### src/usfb_defines.svh
// register offsets, field positions, reset values and timing counts of the usart frame/baud block
`ifndef USFB_DEFINES_SVH
`define USFB_DEFINES_SVH
`define USFB_AW          8
`define USFB_OFS_CTRL_A  8'h00
`define USFB_OFS_CTRL_B  8'h04
`define USFB_OFS_CTRL_C  8'h08
`define USFB_OFS_BAUD_LO 8'h0c
`define USFB_OFS_BAUD_HI 8'h10
`define USFB_OFS_DATA    8'h14
`define USFB_A_RXFULL    7
`define USFB_A_TXIDLE    6
`define USFB_A_FIFORDY   5
`define USFB_A_FERR      4
`define USFB_A_OVR       3
`define USFB_A_DBL       1
`define USFB_B_RXEN      4
`define USFB_B_TXEN      3
`define USFB_B_SZHI      2
`define USFB_B_RX9       1
`define USFB_B_TX9       0
`define USFB_C_MODE      6
`define USFB_C_SZLO_MSB  2
`define USFB_C_SZLO_LSB  1
`define USFB_C_POL       0
`define USFB_SZLO_RST    2'b11
`define USFB_DIV_RST     12'h000
`define USFB_OS_NORM     5'd16
`define USFB_OS_DBL      5'd8
`define USFB_NB5         4'd5
`define USFB_NB6         4'd6
`define USFB_NB7         4'd7
`define USFB_NB8         4'd8
`define USFB_NB9         4'd9
`define USFB_FIFO_DEPTH  16
`endif

### src/usfb_pkg.sv
// types shared by the usart frame/baud block
`default_nettype none
package usfb_pkg;
  typedef enum logic [3:0] {
    TX_IDLE  = 4'b0001,
    TX_START = 4'b0010,
    TX_DATA  = 4'b0100,
    TX_STOP  = 4'b1000
  } usfb_tx_e;
  typedef enum logic [3:0] {
    RX_IDLE  = 4'b0001,
    RX_START = 4'b0010,
    RX_DATA  = 4'b0100,
    RX_STOP  = 4'b1000
  } usfb_rx_e;
  typedef struct packed {
    logic       sync_mode;
    logic       polarity;
    logic       dbl;
    logic       rx_en;
    logic       tx_en;
    logic [2:0] char_size;
  } usfb_cfg_s;
endpackage : usfb_pkg
`default_nettype wire

### src/usfb_top.sv
// usart channel with frame-format and baud-rate configuration, apb slave and transmit fifo
//
// Function
// - rx and tx share one char length: 000..011 give 5..8, 111 gives 9 bits
// - sync, polarity 0: tx changes on rising clock, rx samples falling; 1 swaps
// - one 12-bit divisor sets the bit rate
// - high register low nibble holds divisor top bits, low register the lower eight
// - high register upper nibble reads zero; software writes zeros there
// - writing the low register reloads the prescaler with the full divisor at once
// - divisor changes mid-frame corrupt that frame; change only when idle
// - double speed bit turns the async oversampling ratio from 16 to 8
// - mode select 0 is asynchronous, 1 is synchronous
// - ninth rx bit read before low bits; ninth tx bit written before low bits
`timescale 1ns/1ps
`default_nettype none
`include "usfb_defines.svh"

// ----------------------------------------
// transmit fifo
// ----------------------------------------
module usfb_fifo #(
  parameter int W = 9,
  parameter int D = `USFB_FIFO_DEPTH
) (
  // clock and reset
  input  wire logic         clk_sys,
  input  wire logic         nrst,
  // fill side
  input  wire logic         wr_valid,
  output logic              wr_ready,
  input  wire logic [W-1:0] wr_data,
  // drain side
  output logic              rd_valid,
  input  wire logic         rd_ready,
  output logic [W-1:0]      rd_data
);
  localparam int AW = $clog2(D);
  logic [W-1:0]  mem [D];
  logic [AW-1:0] wp_q, rp_q;
  logic [AW:0]   cnt_q;
  logic          push, pop;

  assign wr_ready = (cnt_q != D[AW:0]);
  assign rd_valid = (cnt_q != '0);
  assign rd_data  = mem[rp_q];
  assign push     = wr_valid && wr_ready;
  assign pop      = rd_valid && rd_ready;

  always_ff @(posedge clk_sys) begin
    if (push) begin
      mem[wp_q] <= wr_data;
    end
  end

  always_ff @(posedge clk_sys) begin
    if (!nrst) begin
      wp_q  <= '0;
      rp_q  <= '0;
      cnt_q <= '0;
    end else begin
      if (push) begin
        wp_q <= (wp_q == AW'(D - 1)) ? '0 : wp_q + 1'b1;
      end
      if (pop) begin
        rp_q <= (rp_q == AW'(D - 1)) ? '0 : rp_q + 1'b1;
      end
      cnt_q <= cnt_q + {{AW{1'b0}}, push} - {{AW{1'b0}}, pop};
    end
  end
endmodule : usfb_fifo

// ----------------------------------------
// channel top
// ----------------------------------------
module usfb_top import usfb_pkg::*; #(
  parameter int FIFO_DEPTH = `USFB_FIFO_DEPTH
) (
  // clock and reset
  input  wire logic                clk_sys,
  input  wire logic                nrst,
  // apb slave
  input  wire logic                psel,
  input  wire logic                penable,
  input  wire logic                pwrite,
  input  wire logic [`USFB_AW-1:0] paddr,
  input  wire logic [31:0]         pwdata,
  output logic                     pready,
  output logic [31:0]              prdata,
  output logic                     pslverr,
  // serial line
  input  wire logic                serial_in_pin,
  output logic                     serial_out_pin,
  output logic                     sync_clock_pin
);
  usfb_cfg_s   cfg;
  logic        dbl_q, rx_en_q, tx_en_q, sz_hi_q, tx9_q, mode_q, pol_q;
  logic [1:0]  sz_lo_q;
  logic [3:0]  baud_hi_q;
  logic [7:0]  baud_lo_q;
  logic [11:0] divisor, presc_q;
  logic        tick, launch, sample;
  logic [4:0]  ratio;
  logic [3:0]  nbits;
  logic        acc, wr, rd_data_reg, hit;
  logic [31:0] rdata;
  logic        fifo_wr_ready, fifo_rd_valid, fifo_pop;
  logic [8:0]  fifo_rd_data;
  usfb_tx_e    tx_state_q;
  usfb_rx_e    rx_state_q;
  logic [8:0]  tx_sh_q, rx_sh_q, rx_buf_q;
  logic [3:0]  tx_cnt_q, rx_cnt_q;
  logic [4:0]  tx_os_q, rx_os_q;
  logic        tx_step, rx_step, rx_done;
  logic        rx_full_q, ferr_q, ovr_q;

  assign cfg = '{sync_mode: mode_q, polarity: pol_q, dbl: dbl_q, rx_en: rx_en_q,
                 tx_en: tx_en_q, char_size: {sz_hi_q, sz_lo_q}};

  // ----------------------------------------
  // frame format and rate
  // ----------------------------------------
  always_comb begin
    case (cfg.char_size)
      3'b000:  nbits = `USFB_NB5;
      3'b001:  nbits = `USFB_NB6;
      3'b010:  nbits = `USFB_NB7;
      3'b111:  nbits = `USFB_NB9;
      default: nbits = `USFB_NB8; // reserved codes fall back to eight bits
    endcase
  end

  assign divisor = {baud_hi_q, baud_lo_q};
  assign ratio   = cfg.dbl ? `USFB_OS_DBL : `USFB_OS_NORM;
  assign tick    = (presc_q == `USFB_DIV_RST) && !(wr && paddr == `USFB_OFS_BAUD_LO);
  // the sync clock toggles each prescaler tick; polarity picks which edge launches
  assign launch  = cfg.sync_mode && tick && (sync_clock_pin == cfg.polarity);
  assign sample  = cfg.sync_mode && tick && (sync_clock_pin != cfg.polarity);

  // no guard against mid-frame reloads: software owns the idle check
  always_ff @(posedge clk_sys) begin
    if (!nrst) begin
      presc_q <= `USFB_DIV_RST;
    end else if (wr && paddr == `USFB_OFS_BAUD_LO) begin
      presc_q <= {baud_hi_q, pwdata[7:0]};
    end else if (tick) begin
      presc_q <= divisor;
    end else begin
      presc_q <= presc_q - 1'b1;
    end
  end

  always_ff @(posedge clk_sys) begin
    if (!nrst) begin
      sync_clock_pin <= 1'b0;
    end else if (!cfg.sync_mode) begin
      sync_clock_pin <= 1'b0;
    end else if (tick) begin
      sync_clock_pin <= !sync_clock_pin;
    end
  end

  // ----------------------------------------
  // apb slave, one wait state
  // ----------------------------------------
  assign acc         = psel && penable;
  assign wr          = acc && pready && pwrite;
  assign rd_data_reg = acc && pready && !pwrite && paddr == `USFB_OFS_DATA;

  always_comb begin
    hit   = 1'b1;
    rdata = '0;
    if (paddr == `USFB_OFS_CTRL_A) begin
      rdata[`USFB_A_RXFULL]  = rx_full_q;
      rdata[`USFB_A_TXIDLE]  = (tx_state_q == TX_IDLE) && !fifo_rd_valid;
      rdata[`USFB_A_FIFORDY] = fifo_wr_ready;
      rdata[`USFB_A_FERR]    = ferr_q;
      rdata[`USFB_A_OVR]     = ovr_q;
      rdata[`USFB_A_DBL]     = dbl_q;
    end else if (paddr == `USFB_OFS_CTRL_B) begin
      rdata[`USFB_B_RXEN] = rx_en_q;
      rdata[`USFB_B_TXEN] = tx_en_q;
      rdata[`USFB_B_SZHI] = sz_hi_q;
      rdata[`USFB_B_RX9]  = rx_buf_q[8];
      rdata[`USFB_B_TX9]  = tx9_q;
    end else if (paddr == `USFB_OFS_CTRL_C) begin
      rdata[`USFB_C_MODE] = mode_q;
      rdata[`USFB_C_SZLO_MSB:`USFB_C_SZLO_LSB] = sz_lo_q;
      rdata[`USFB_C_POL]  = pol_q;
    end else if (paddr == `USFB_OFS_BAUD_LO) begin
      rdata[7:0] = baud_lo_q;
    end else if (paddr == `USFB_OFS_BAUD_HI) begin
      rdata[3:0] = baud_hi_q;
    end else if (paddr == `USFB_OFS_DATA) begin
      rdata[7:0] = rx_buf_q[7:0];
    end else begin
      hit = 1'b0;
    end
  end

  always_ff @(posedge clk_sys) begin
    if (!nrst) begin
      pready  <= 1'b0;
      prdata  <= '0;
      pslverr <= 1'b0;
    end else begin
      pready  <= acc && !pready;
      prdata  <= (acc && !pready && !pwrite) ? rdata : '0;
      // a data write into a full fifo is refused rather than stalled
      pslverr <= acc && !pready &&
                 (!hit || (pwrite && paddr == `USFB_OFS_DATA && !fifo_wr_ready));
    end
  end

  always_ff @(posedge clk_sys) begin
    if (!nrst) begin
      dbl_q     <= 1'b0;
      rx_en_q   <= 1'b0;
      tx_en_q   <= 1'b0;
      sz_hi_q   <= 1'b0;
      tx9_q     <= 1'b0;
      mode_q    <= 1'b0;
      sz_lo_q   <= `USFB_SZLO_RST;
      pol_q     <= 1'b0;
      baud_hi_q <= '0;
      baud_lo_q <= '0;
    end else if (wr) begin
      if (paddr == `USFB_OFS_CTRL_A) begin
        dbl_q <= pwdata[`USFB_A_DBL];
      end else if (paddr == `USFB_OFS_CTRL_B) begin
        rx_en_q <= pwdata[`USFB_B_RXEN];
        tx_en_q <= pwdata[`USFB_B_TXEN];
        sz_hi_q <= pwdata[`USFB_B_SZHI];
        tx9_q   <= pwdata[`USFB_B_TX9];
      end else if (paddr == `USFB_OFS_CTRL_C) begin
        mode_q  <= pwdata[`USFB_C_MODE];
        sz_lo_q <= pwdata[`USFB_C_SZLO_MSB:`USFB_C_SZLO_LSB];
        pol_q   <= pwdata[`USFB_C_POL];
      end else if (paddr == `USFB_OFS_BAUD_LO) begin
        baud_lo_q <= pwdata[7:0];
      end else if (paddr == `USFB_OFS_BAUD_HI) begin
        baud_hi_q <= pwdata[3:0];
      end
    end
  end

  // ----------------------------------------
  // transmitter
  // ----------------------------------------
  usfb_fifo #(.W(9), .D(FIFO_DEPTH)) u_txf (
    .clk_sys  (clk_sys),
    .nrst     (nrst),
    .wr_valid (wr && paddr == `USFB_OFS_DATA),
    .wr_ready (fifo_wr_ready),
    .wr_data  ({tx9_q, pwdata[7:0]}),
    .rd_valid (fifo_rd_valid),
    .rd_ready (fifo_pop),
    .rd_data  (fifo_rd_data)
  );

  // async frames start on a tick so the start bit lasts a whole bit time
  assign fifo_pop = (tx_state_q == TX_IDLE) && fifo_rd_valid && cfg.tx_en &&
                    (cfg.sync_mode ? launch : tick);
  assign tx_step  = cfg.sync_mode ? launch : (tick && tx_os_q == ratio - 5'd1);

  always_ff @(posedge clk_sys) begin
    if (!nrst) begin
      tx_state_q     <= TX_IDLE;
      serial_out_pin <= 1'b1;
      tx_sh_q        <= '0;
      tx_cnt_q       <= '0;
      tx_os_q        <= '0;
    end else begin
      if (tx_state_q == TX_IDLE) begin
        tx_os_q <= '0;
      end else if (tick) begin
        tx_os_q <= (tx_os_q == ratio - 5'd1) ? 5'd0 : tx_os_q + 5'd1;
      end
      case (tx_state_q)
        TX_IDLE: begin
          serial_out_pin <= 1'b1;
          if (fifo_pop) begin
            tx_sh_q        <= fifo_rd_data;
            serial_out_pin <= 1'b0;
            tx_state_q     <= TX_START;
          end
        end
        TX_START: begin
          if (tx_step) begin
            serial_out_pin <= tx_sh_q[0];
            tx_sh_q        <= tx_sh_q >> 1;
            tx_cnt_q       <= 4'd1;
            tx_state_q     <= TX_DATA;
          end
        end
        TX_DATA: begin
          if (tx_step) begin
            if (tx_cnt_q == nbits) begin
              serial_out_pin <= 1'b1;
              tx_state_q     <= TX_STOP;
            end else begin
              serial_out_pin <= tx_sh_q[0];
              tx_sh_q        <= tx_sh_q >> 1;
              tx_cnt_q       <= tx_cnt_q + 4'd1;
            end
          end
        end
        TX_STOP: begin
          if (tx_step) begin
            tx_state_q <= TX_IDLE;
          end
        end
        default: tx_state_q <= TX_IDLE;
      endcase
    end
  end

  // ----------------------------------------
  // receiver
  // ----------------------------------------
  assign rx_step = cfg.sync_mode ? sample : (tick && rx_os_q == ratio - 5'd1);
  assign rx_done = (rx_state_q == RX_STOP) && rx_step;

  always_ff @(posedge clk_sys) begin
    if (!nrst) begin
      rx_state_q <= RX_IDLE;
      rx_sh_q    <= '0;
      rx_cnt_q   <= '0;
      rx_os_q    <= '0;
    end else begin
      if (tick) begin
        rx_os_q <= (rx_os_q == ratio - 5'd1) ? 5'd0 : rx_os_q + 5'd1;
      end
      case (rx_state_q)
        RX_IDLE: begin
          rx_cnt_q <= '0;
          if (cfg.rx_en && !serial_in_pin) begin
            if (cfg.sync_mode && sample) begin
              rx_sh_q    <= '0;
              rx_state_q <= RX_DATA;
            end else if (!cfg.sync_mode && tick) begin
              // start half way so later samples land mid-bit
              rx_os_q    <= ratio >> 1;
              rx_sh_q    <= '0;
              rx_state_q <= RX_START;
            end
          end
        end
        RX_START: begin
          if (rx_step) begin
            rx_state_q <= serial_in_pin ? RX_IDLE : RX_DATA;
          end
        end
        RX_DATA: begin
          if (rx_step) begin
            rx_sh_q[rx_cnt_q] <= serial_in_pin;
            rx_cnt_q          <= rx_cnt_q + 4'd1;
            if (rx_cnt_q == nbits - 4'd1) begin
              rx_state_q <= RX_STOP;
            end
          end
        end
        RX_STOP: begin
          if (rx_step) begin
            rx_state_q <= RX_IDLE;
          end
        end
        default: rx_state_q <= RX_IDLE;
      endcase
    end
  end

  // a frame landing in the cycle of a data read still sets its flags
  always_ff @(posedge clk_sys) begin
    if (!nrst) begin
      rx_buf_q  <= '0;
      rx_full_q <= 1'b0;
      ferr_q    <= 1'b0;
      ovr_q     <= 1'b0;
    end else if (!cfg.rx_en) begin
      rx_full_q <= 1'b0;
      ferr_q    <= 1'b0;
      ovr_q     <= 1'b0;
    end else if (rx_done) begin
      rx_buf_q  <= rx_sh_q;
      rx_full_q <= 1'b1;
      ferr_q    <= !serial_in_pin;
      ovr_q     <= rx_full_q && !rd_data_reg;
    end else if (rd_data_reg) begin
      rx_full_q <= 1'b0;
      ferr_q    <= 1'b0;
      ovr_q     <= 1'b0;
    end
  end
endmodule : usfb_top
`default_nettype wire

### config.mk
export PLATFORM = sky130hd
export DESIGN_NAME = usfb_top
export DESIGN_NICKNAME = d
export VERILOG_FILES = /design/src/usfb_pkg.sv /design/src/usfb_top.sv
export VERILOG_INCLUDE_DIRS = /design/src /design/src/src
export SDC_FILE = /design/constraint.sdc
export NUM_CORES = 1
export LEC_CHECK = 0
export BUFFER_PORTS_ARGS = -buffer_cell sky130_fd_sc_hd__buf_2
export CELL_PAD_IN_SITES_DETAIL_PLACEMENT = 0
export CELL_PAD_IN_SITES_GLOBAL_PLACEMENT = 1
export CORE_MARGIN = 4
export CORE_UTILIZATION = 40
export CTS_CLUSTER_SIZE = 24
export DETAILED_ROUTE_END_ITERATION = 10
export PLACE_DENSITY_LB_ADDON = 0.15
export SETUP_SLACK_MARGIN = 0.15
export SYNTH_ARGS = -nofsm -noshare
export SYNTH_HDL_FRONTEND = slang
export SYNTH_SLANG_ARGS = --single-unit
### constraint.sdc
create_clock -name clk_sys -period 8.7 [get_ports clk_sys]
set_input_delay 2.175 -clock clk_sys [delete_from_list [all_inputs] [get_ports clk_sys]]
set_output_delay 2.175 -clock clk_sys [all_outputs]
set_load 0.01 [all_outputs]
### Yosys cells after proc, flatten, opt, wreduce, memory -nomap -nowiden

Memories as Yosys holds them, arrays and structs flattened. A register that Yosys moved wholly into a read port is not among the register bits.
Cells that the tools add are included.

| word-level totals | value |
|---|---|
| register bits | 138 |
| memory bits (writable) | 144 |
| output and inout port bits | 36 |
| logic and storage cells | 238 |
| memories kept | 1 |

| operators by class | value |
|---|---|
| add/sub/neg operators | 11 |
| magnitude comparators | 2 |
| equal/unequal tests | 37 |
| mux-type cells | 81 |
| bitwise logic cells | 6 |
| reductions and logical operators | 67 |

Memory list:

| name | depth | width | read ports | clocked after Yosys merged registers in | write ports | line | text |
|---|---|---|---|---|---|---|---|
| u_txf.mem | 16 | 9 | 1 | 1 | 1 | usfb_top.sv:38 | `logic [W-1:0] mem [D];` |

Operators by type and width:

| kind | number |
|---|---|
| $mux 4 | 21 |
| $mux 9 | 8 |
| $mux 5 | 10 |
| $pmux 4 s4 | 3 |
| $logic_and 1x1->1 | 30 |
| $pmux 9 s3 | 1 |
| $mux 12 | 2 |
| $mux 8 | 3 |
| $mux 1 | 23 |
| $ne 2x2->1 const B | 10 |
| $pmux 9 s2 | 1 |
| $add 4x1->4 const B | 4 |
| $eq 4x4->1 const B | 4 |
| $eq 8x4->1 const B | 2 |
| $eq 8x5->1 const B | 2 |
| $pmux 4 s2 | 2 |
| $reduce_and 5->1 | 3 |
| $logic_not 12->1 | 1 |
| $mux 3 | 4 |
| $reduce_and 2->1 | 6 |
| $reduce_and 4->1 | 3 |
| $reduce_and 6->1 | 2 |
| $sub 12x1->12 const B | 1 |
| $add 5x1->5 const B | 2 |
| other kinds (34) | 56 |

### Longest topological paths before layout

Gate-level depths: netlist of run 1.

| depth | value |
|---|---|
| depth after elaboration | 13 |
| gate-level depth with buffers | 15 |
| gate-level depth less buffers | 14 |

### By module

A second synthesis of run 1 with hierarchy kept.

| unflattened totals | value |
|---|---|
| cells, all modules | 995 |
| area, all modules | 12067.8 µm² |

By module, submodules not included:

| module | times used | cells an instance | area an instance (µm²) | seq. area each (µm²) |
|---|---|---|---|---|
| usfb_fifo | 1 | 331 | 6459.9 | 4664.5 |
| usfb_top | 1 | 664 | 5607.9 | 2021.9 |

### Least setup slack after synthesis of run 1

No wires, ideal clock.

| path | value |
|---|---|
| path kind | in2reg |
| start | in paddr[1] |
| end | reg u_txf.cnt_q[4] |
| setup time | 0.070 ns |
| data arrival time | 5.056 ns |
| required time | 8.630 ns |
| path slack | 3.573 ns |
| cell stages on the path | 13 |
| path buffers | 1 |
| path through | or4_4 -> nor4b_4 -> or3_1 -> buf_2 -> inv_2 -> ha_1 -> inv_1 -> ha_1 -> fa_1 -> a21oi_1 -> nor2_1 -> or3_1 -> a21oi_1 |

| on the way | value |
|---|---|
| cells in the longest elaborated chain, start to end | 10 |
| elaborated cells between the ends (all ways) | 14 |

Ends and longest elaborated chain:

| element | line | text |
|---|---|---|
| start: declaration | usfb_top.sv:85 | `` input wire logic [`USFB_AW-1:0] paddr, `` |
| $eq 8x4->1 (no line) (*) | - |  |
| $logic_and 1x1->1 (no line) (*) | - |  |
| $logic_not 1->1 (*) | usfb_top.sv:134 | `` assign tick = (presc_q == `USFB_DIV_RST) && !(wr && paddr == `USFB_OFS_BAUD_LO); `` |
| $logic_and 1x1->1 (*) | usfb_top.sv:134 |  |
| $logic_and 1x1->1 (2 in series) | usfb_top.sv:136 | `assign launch = cfg.sync_mode && tick && (sync_clock_pin == cfg.polarity);` |
| $mux 1 (*) | usfb_top.sv:262 | `(cfg.sync_mode ? launch : tick);` |
| $logic_and 1x1->1 (*) | usfb_top.sv:261 | `assign fifo_pop = (tx_state_q == TX_IDLE) && fifo_rd_valid && cfg.tx_en &&` |
| $logic_and 1x1->1 (*) | usfb_top.sv:47 | `assign pop = rd_valid && rd_ready;` |
| via u_txf.pop | usfb_top.sv:41 | `logic push, pop;` |
| $sub 5x1->5 (*) | usfb_top.sv:67 | `cnt_q <= cnt_q + {{AW{1'b0}}, push} - {{AW{1'b0}}, pop};` |
| end signal: assignment | usfb_top.sv:67 |  |
| end: declaration | usfb_top.sv:40 | `logic [AW:0] cnt_q;` |

The timed path passes the listed nets; every way through them passes the cells marked *.
A chain may end at the register's enable or synchronous reset.

### Worst setup path in the final report of run 1

Same ends and word-level chain as after synthesis.

==> results.txt, run 1 <==
- Post-Synthesis Mean Instance Area: 12.00 um^2
* Maximum buffer depth of the clock tree: 3
- The repair_antennas step left the layout with diodes totalling 0.
* First-pass GRT wire length: 44240 um
* WP data arrival: 5.36 ns
- Count of hold-fix buffers inserted at cts: 0
* Nature of the critical path endpoint: register
* Series of cell instances along the critical path: buf_2, or4_4, nor4b_4, or3_1, inv_2, ha_1, inv_1, ha_1, fa_1, a21oi_1, nor2_1, or3_1, a21oi_1
- Final layout net count: roughly 1100
* Placeable core area: between 20000 and 30000 um^2
- Once layout is complete, the utilization of the core stands at 0.4575.
* Relative max-transition margin: 0.3251
* Number of buffers inserted during clock tree synthesis: 28
- The count of endpoints failing hold in the final timing report was 0.
- Share of flip-flops with an asynchronous set or reset after synthesis: 0
* Total standard cell area after synthesis: 11830 um^2
* Post-synth EDFFs: between 100 and 150
- All-Layer GR Usage: 0.1701
- Fillcell total: around 2600
- STA classifies the critical path startpoint as an input pin.
- Count of nets left with antenna violations after detail routing: 0
- In this run the number of H-tree levels came out at 1.
- In this run the horizontal extent of the chip is 180.0 um.
- Registers take 6689 um^2.
* Avg Vias per Cell: around 5.5
- The floorplan step defined a die boundary enclosing 32390 um^2.
* Register clock-pin slew on the reported worst setup and hold paths: ~0.06 ns
* CTS sink count: around 260
- Root buf cell: sky130_fd_sc_hd__clkbuf_16
- The synthesized netlist contains 84 unique library cells.
- Congestion Overflow GR: 0
* Seq/Total Area, Yosys: 0.5653
- On the worst path, the slowest cell contributes a delay of 0.58 ns.
- At the pin with the least slew margin, the transition time is between 0.9 and 1 ns.
* Post-route DRC: 0
- Reg2Reg Launch Point: u_txf.cnt_q[2]$_SDFF_PN0_
- Ranked by total cell area, the synthesized netlist is headed by sky130_fd_sc_hd__edfxtp_1, sky130_fd_sc_hd__dfxtp_1, sky130_fd_sc_hd__mux4_2.
- The via count of the first global-routing pass came to 7555.
- Along the worst path, the maximum fanout reaches 8.
* Die Y-Extent: 180.0 um
* Starting DRT DRC Count: 439
* Top-level I/O count: 82
- Yosys top cell area share: 0.3656
* Number of detailed-routing iterations run before antenna repair: 4
- The critical path is of the in2reg type.
- Port Buffers: 33
- After synthesis the netlist holds a flip-flop and latch count of 262.
- Post-CTS timing repair inserted 0 buffers for setup.
- The most critical setup path has its startpoint at paddr[1].
- The routed design has 28220 um of wire.
- The worst path needs 4.888 ns of the cycle, external delays included.
* Pwr Density: 216.2 nW/um^2
* Number of instances in the synthesized netlist: 986
* Number of antenna violations at the first check in global routing: 0
- Slew Limit Fails: 0
* Post-synth top area cell: sky130_fd_sc_hd__edfxtp_1
- In this run the worst hold path is classified as reg2reg.
- Setup TNS after final layout: 0 ns
- Later-pin clock latency in the skew report: 0.55 ns
* Data required, critical path: 9.17 ns
- Relative to the synthesized area, the layout overhead comes to 11.90%.
- Across the routed clock network, the largest skew measured is 0.01673 ns.
- Worst ir drop on vdd: roughly 0.11 mV
- The floorplan has 62 rows.
* Placed insts: 1362
- Max-cap violations: 0
- Upper clock frequency limit: about 0.20 GHz
- The initial utilization of the core area, before any placement, comes to 0.4088.
* P_leak: roughly 4.5 nW
- Of the cells placed in the final design, the portion with a size suffix greater than 1 is 0.1680.
- Dividing the detail-routed wire length by the instance count gives between 15 and 20 um.
- During synthesis, Yosys emitted a total of 0 warnings.
- Crit-path slowest cell: sky130_fd_sc_hd__or4_4
- Gates resized during post-CTS repair numbered 0.
- The flow ran to the end, and the final reports show no timing, DRC or antenna violations.
- Setup violations remaining at the end of the flow were counted as 0.
- Hold_sp: rx_sh_q[8]$_SDFFE_PN0P_
- The multi-input combinational cells in the finished layout cover a total of 4717 um^2.
- TritonCTS built the clock tree.
- In the finished design, the share of the clock period the worst path needs comes to 0.5619.
* DPL Wire Length: about 19000 um
- Flip-flop cell with the highest count after synthesis: sky130_fd_sc_hd__edfxtp_1
* Routability congestion estimate: 0.8124
- Entering global routing, the biggest net connects 61 pins.
- Power comes to approximately 2.9 mW.
- Summing over every cut layer, the via total after detailed routing is between 7000 and 8000.
- Count of placed standard cells in the final layout, fillers left out: approximately 1400
- Setup repair after global routing missed its margin: no
-- layout make-up --
cell class	count	area share
tap	384	0.03630
inverter	24	0.006806
clock buffer	39	0.06144
multi-input combinational	646	0.3564
clock inverter	13	0.01390
timing repair buffer	46	0.01985
sequential	262	0.5053
-- sequential cells by signal, summed over array words and instances (netlist names), 5 cells and up, named ones only --
name         count
u_txf.cnt_q      5
rx_os_q          5
baud_lo_q        8
rx_sh_q          9
tx_os_q          5
tx_sh_q          9
prdata           8
u_txf.mem      144
presc_q         12
rx_buf_q         9
-- power by group --
part / internal, mW / switching (mW) / total (mW)
sequential: 1.32 / 0.0225 / 1.35
clock: 0.772 / 0.496 / 1.27
combinational: 0.0945 / 0.153 / 0.247
total: 2.19 / 0.671 / 2.86
-- per-layer routing --
| layer | global-route usage | part of all wire | up-vias |
|---|---|---|---|
| li1 | - | - | 3682 |
| met1 | 0.2583 | 0.49 | 3838 |
| met2 | 0.2643 | 0.45 | 162 |
| met3 | 0.02183 | 0.045 | 33 |
| met4 | 0.03292 | 0.015 | 0 |
| met5 | 0 | 0 | - |
-- stage by stage --
step	area (um^2)	setup WS, ns	hold slack, ns
5_1_grt	13240	3.651	0.4910
4_1_cts	13240	3.830	0.4734
3_5_place_dp	12240	3.244	0.4585
6_report	13240	3.812	0.4661
3_3_place_gp	12240	3.246	0.4532
2_1_floorplan	11920	3.573	0.4327
-- kinds of logic after synthesis --
group	count (synthesis)	synth area share
other	1	0.0003170
AO/OA/AOI/OAI	194	0.1093
buffers and inverters	101	0.04326
XOR/XNOR	29	0.02147
AND/OR/NAND/NOR	313	0.1421
adder cells (fa/ha/maj)	22	0.02391
flip-flops	262	0.5653
multiplexers	64	0.09446
-- placed cells by master, fill, tap and decap left out, types with 14 or more instances in the layout --
cell type / n
sky130_fd_sc_hd__a21oi_1: 65
sky130_fd_sc_hd__buf_2: 33
sky130_fd_sc_hd__clkbuf_16: 29
sky130_fd_sc_hd__conb_1: 24
sky130_fd_sc_hd__dfxtp_1: 116
sky130_fd_sc_hd__edfxtp_1: 144
sky130_fd_sc_hd__ha_1: 21
sky130_fd_sc_hd__inv_1: 22
sky130_fd_sc_hd__mux2i_1: 16
sky130_fd_sc_hd__mux4_2: 37
sky130_fd_sc_hd__nand2_1: 97
sky130_fd_sc_hd__nand3_1: 32
sky130_fd_sc_hd__nor2_1: 72
sky130_fd_sc_hd__nor3_1: 17
sky130_fd_sc_hd__o21ai_0: 30
sky130_fd_sc_hd__xnor2_1: 14
sky130_fd_sc_hd__xor2_1: 15
-- cell usage after synthesis (4+ instances only) --
cell type and number:
sky130_fd_sc_hd__or4_1 7, sky130_fd_sc_hd__nor4b_1 5, sky130_fd_sc_hd__nor3_2 5, sky130_fd_sc_hd__buf_2 15, sky130_fd_sc_hd__o211ai_1 9, sky130_fd_sc_hd__mux4_2 37
sky130_fd_sc_hd__or3_1 5, sky130_fd_sc_hd__nor2b_1 13, sky130_fd_sc_hd__nor4_1 4, sky130_fd_sc_hd__ha_1 21, sky130_fd_sc_hd__inv_1 23, sky130_fd_sc_hd__a31oi_1 4
sky130_fd_sc_hd__nand2_1 97, sky130_fd_sc_hd__nand4_1 7, sky130_fd_sc_hd__xor2_1 15, sky130_fd_sc_hd__nor2_1 72, sky130_fd_sc_hd__a22o_1 9, sky130_fd_sc_hd__mux2_2 11
sky130_fd_sc_hd__nand2b_1 10, sky130_fd_sc_hd__nand3_1 32, sky130_fd_sc_hd__dfxtp_1 118, sky130_fd_sc_hd__o21a_1 4, sky130_fd_sc_hd__and2_1 5, sky130_fd_sc_hd__a211oi_1 10
sky130_fd_sc_hd__clkbuf_1 27, sky130_fd_sc_hd__o21ai_0 30, sky130_fd_sc_hd__edfxtp_1 144, sky130_fd_sc_hd__o22ai_1 11, sky130_fd_sc_hd__a21o_1 9, sky130_fd_sc_hd__and3_1 4
sky130_fd_sc_hd__buf_1 7, sky130_fd_sc_hd__xnor2_1 14, sky130_fd_sc_hd__a311oi_1 8, sky130_fd_sc_hd__mux2i_1 16, sky130_fd_sc_hd__a21oi_1 65, sky130_fd_sc_hd__nor3_1 17
sky130_fd_sc_hd__buf_4 24
-- path summary, 6_finish.rpt --
| check | endpoint | slack, ns | depth (start not counted) |
|---|---|---|---|
| worst max-delay path | u_txf.cnt_q[4]$_SDFF_PN0_ | 3.81 | 13 |
| worst min-delay path | rx_sh_q[8]$_SDFFE_PN0P_ | 0.47 | 2 |
| worst max register to register | u_txf.cnt_q[4]$_SDFF_PN0_ | 5.16 | 14 |
| worst min register to register | rx_sh_q[8]$_SDFFE_PN0P_ | 0.47 | 2 |
-- worst max-delay path: cells and delay by family --
kind | cells | cell delay (ns)
and+or+nand+nor | 5 | 1.72
buffers and inverters | 3 | 0.25
adders and majority gates | 3 | 0.90
AOI/OAI and AO/OA | 2 | 0.30
Note: power is estimated with default switching activity, not from simulation.
==> inputs of run 2 (changes only) <==
ABC_AREA = 1   (was default)
clock period = 4.53 ns   (was 8.7 ns; I/O delays follow)
==> run 2 against run 1 <==
Compared with the run above:
- die area is 1.4% higher
- critical path type is now reg2reg
- setup slack worse by 2.6 ns
- critical path depth is 6 higher
- via count is 17% higher
- critical endpoint unchanged
- sequential share of layout area is 1.2 points lower
- clock skew is 0.00077 ns higher
- combinational power grew to 3.3 times the previous value
- clock power is 87% higher
- final cell count is 26% higher
- global-route usage is 1.8 points higher
- register-to-register slack worse by 4.0 ns
==> results.txt, run 2 <==
* Total area of multi-input combinational cells: approximately 4500 um^2
* Port Buffers: 33
- Slew Limit Fails: 0
- The worst path meets setup with 1.193 ns of slack.
- The repair_antennas step left the layout with diodes totalling 0.
- Among all stages on the critical path, the largest delay is contributed by sky130_fd_sc_hd__a211oi_1.
- Post-CTS resize count: 0
* Final layout net count: 1432
- sky130_fd_sc_hd__edfxtp_1 takes more of the synthesized area than any other cell.
* Data required, critical path: between 5 and 6 ns
- Clock tree synthesis selected as its root buffer the cell sky130_fd_sc_hd__clkbuf_16.
* Starting DRT DRC Count: 579
* Share of flip-flops with an asynchronous set or reset after synthesis: 0
- Counting along the longest clock path gives a buffer depth of 3.
- Overall via count from detail_route: about 9000
- The count of endpoints failing hold in the final timing report came to 0.
- Relative max-transition margin: 0.3567
* Starting utilization of the core area: 0.4050
- The congestion estimate from routability-driven global placement came to 0.8099.
- Biggest cell delay along the critical path: 0.47 ns
* Later-pin clock latency in the skew report: 0.56 ns
* Internal power component: 4.279 mW
- Total standard cell area after synthesis: ~12000 um^2
- Leading registers by flop count: u_txf.mem (144), presc_q (12)
* Total setup buffers inserted after CTS: 0
- Clock tree from TritonCTS: built
- The worst register-to-register path has a depth of 19.
- STA classifies the critical path endpoint as a register.
- Number of instances in the synthesized netlist: 1320
- Compared with the post-synthesis result, the final layout area differs by 12.92%.
* Most frequently used cell type in the post-synthesis netlist: sky130_fd_sc_hd__nor2_1
- The library cells used most frequently in the layout, excluding fill and tap cells, are sky130_fd_sc_hd__nor2_1, sky130_fd_sc_hd__nand2_1, sky130_fd_sc_hd__edfxtp_1, sky130_fd_sc_hd__inv_1, sky130_fd_sc_hd__o21ai_0.
- Fillcell total: between 2000 and 3000
* Worst ir drop on vdd: 0.2649 mV
- The first detailed-routing pass ran for 5 iterations.
- Die outline area: 32840 um^2
* DPL Wire Length: 21020 um
* CTS sink count: between 200 and 300
* Wire length after detailed routing: 31140 um
* Kind of critical path: reg2reg
- Number of cells traversed by the worst hold path: 2
- Post-placement setup slack: 0.9379 ns
* Post-synth EDFFs: 144
* Maximum number of pins on one net before global-route repair: 80
- Reg power frac: 0.456
- Post-Synthesis Mean Instance Area: 9.093 um^2
- Max-cap violations: 0
- Placeable core area: roughly 30000 um^2
- The number of clock buffers added by TritonCTS is 30.
- Summed over all layers, the global routing overflow is 0.
- FF+latch count, synth: 262
* Final Skew: between 0.015 and 0.02 ns
- The first global-routing pass estimated around 50000 um of wire.
* Post-route DRC: 0
* Seq/Total Area, Yosys: 0.5571
- Outcome: complete, no violations
* Count of hold-fix buffers inserted at cts: 0
- Count of nets left with antenna violations after detail routing: 0
- Fraction of final layout cells with drive strength greater than 1: 0.1124
- The min-delay analysis places its worst path in the category reg2reg.
* Number of flip-flops in the largest register: 144
* WL per Instance: 17.51 um
- Setup-violating endpoint count in the final report: 0
* WP data arrival: about 3.8 ns
- For this run, the leading register cell type out of synthesis is sky130_fd_sc_hd__edfxtp_1.
- From bottom edge to top edge, the die measures between 150 and 200 um.
- All-Layer GR Usage: 0.1879
- P_leak: roughly 4.9 nW
- Post-synthesis cell type count: 49
- Number of antenna violations at the first check in global routing: 0
* Leading cell types by count after synthesis: sky130_fd_sc_hd__nor2_1, sky130_fd_sc_hd__nand2_1, sky130_fd_sc_hd__edfxtp_1
- Static timing analysis puts the maximum clock frequency at 0.2997 GHz.
- Logic gate share of total power: 0.138
- Minimum period implied by the final worst setup slack: 3.337 ns
- In the post-synthesis netlist, the biggest area contributors are sky130_fd_sc_hd__edfxtp_1, sky130_fd_sc_hd__dfxtp_1, sky130_fd_sc_hd__nor2_1.
- Critical path launch point type: register
* Register clock-pin slew on the reported worst setup and hold paths: ~0.060 ns
- In the final timing run, aggregate negative setup slack is 0 ns.
- Register with the most flip-flops: u_txf.mem
* Commonest non-fill, non-tap cell in the layout: sky130_fd_sc_hd__nor2_1
- The critical path goes through inv_1, ha_1, inv_1, nor3_1, nand3_1, nor2_1, nand2_1, a211oi_1, ha_1, inv_1, ha_1, fa_1, nand2_1, inv_1, nor2_1, nor2_1, nor2_1, o21ai_0, a21oi_1.
- Worst slew pin tran: 0.9597 ns
* Share of power burned in the clock network: 0.406
* Net load switching power: 1.558 mW
- 82 I/O pins were placed.
- Vias in the first global route: 8861
* Switching portion of total power: 0.2669
- Count of warnings emitted by yosys: 0
- Chip width: 181.2 um
- Yosys top cell area share: 0.3603
* Flip-flop and latch area: ~6700 um^2
- Post-route clock period utilization: 0.7367
* Avg Vias per Cell: 5.063
- CTS H-tree lvls: 1
* Pwr Density: approximately 430 nW/um^2
- Along the worst path, the maximum fanout reaches 4.
- Site row count: 63
* Setup repair after global routing missed its margin: no
-- run 2: cell types whose count changed in the layout (fill, tap and decap cells not counted), moves of 15 or more --
cell	change
sky130_fd_sc_hd__buf_4	+15
sky130_fd_sc_hd__inv_1	+108
sky130_fd_sc_hd__mux2i_1	-16
sky130_fd_sc_hd__mux4_2	-37
sky130_fd_sc_hd__nand2_1	+52
sky130_fd_sc_hd__nand3_1	+29
sky130_fd_sc_hd__nor2_1	+145
sky130_fd_sc_hd__o211ai_1	+36
sky130_fd_sc_hd__o21ai_0	+91
sky130_fd_sc_hd__o21ai_1	+15
-- run 2: stage by stage --
step | hold slack, ns | total power [mW] | cell area (um^2) | utilization | instances
floorplan | 0.4398 | 3.302 | 12090 | - | 1343
global placement | 0.4512 | 3.518 | 12570 | 0.4242 | 1722
detailed placement | 0.4574 | 3.523 | 12570 | 0.4242 | 1722
CTS | 0.4652 | 5.908 | 13550 | 0.4573 | 1778
global route | 0.4876 | 6.137 | 13550 | 0.4573 | 1778
finish | 0.4632 | 5.837 | 13550 | 0.4573 | 1778
-- run 2: cells by family after synthesis --
| logic type | synth area share |
|---|---|
| and+or+nand+nor | 0.1845 |
| DFF | 0.5571 |
| other | 0.0003124 |
| xor gates and xnor gates | 0.01605 |
| buffers and inverters | 0.07631 |
| adders and majority gates | 0.02356 |
| AOI/OAI and AO/OA | 0.1422 |
-- run 2: path summary, 6_finish.rpt --
kind / from / endpoint / slack [ns]
max: presc_q[0]$_SDFF_PN0_ / u_txf.cnt_q[4]$_SDFF_PN0_ / 1.19
min: rx_sh_q[8]$_SDFFE_PN0P_ / rx_sh_q[8]$_SDFFE_PN0P_ / 0.46
max reg2reg: presc_q[0]$_SDFF_PN0_ / u_txf.cnt_q[4]$_SDFF_PN0_ / 1.19
min reg2reg: rx_sh_q[8]$_SDFFE_PN0P_ / rx_sh_q[8]$_SDFFE_PN0P_ / 0.46
-- run 2: cell type report --
class | count | area share
Clock buffer | 47 | 0.06610
Multi-Input combinational cell | 867 | 0.3311
Inverter | 142 | 0.03933
Clock inverter | 9 | 0.006278
Timing Repair Buffer | 61 | 0.02770
Tap cell | 390 | 0.03600
Sequential cell | 262 | 0.4935
-- run 2: power groups by stage --
stage	Combinational, mW	Sequential (mW)	Clock (mW)
after floorplan	0.606	2.70	0
after global placement	0.810	2.71	0
after detailed placement	0.814	2.71	0
after CTS	0.816	2.66	2.43
after global routing	0.930	2.67	2.54
final	0.807	2.66	2.37
-- run 2: worst max-delay path: cells and delay by family (launching register included) --
family	cells	cell delay (ns)
buf+inv	4	0.25
simple gates	8	1.07
flops	1	0.31
fa+ha+maj	4	0.96
compound gates	3	0.66
-- run 2: per-layer routing --
metal  share of wire  GRT usage  wire length (um)  vias up
li1                -          -                 -     4570
met2            0.48     0.3169             14840      157
met1            0.45     0.2504             14060     4218
met3           0.035    0.02396              1102       57
met5               0          0                 0        -
met4           0.036    0.06485              1136        0
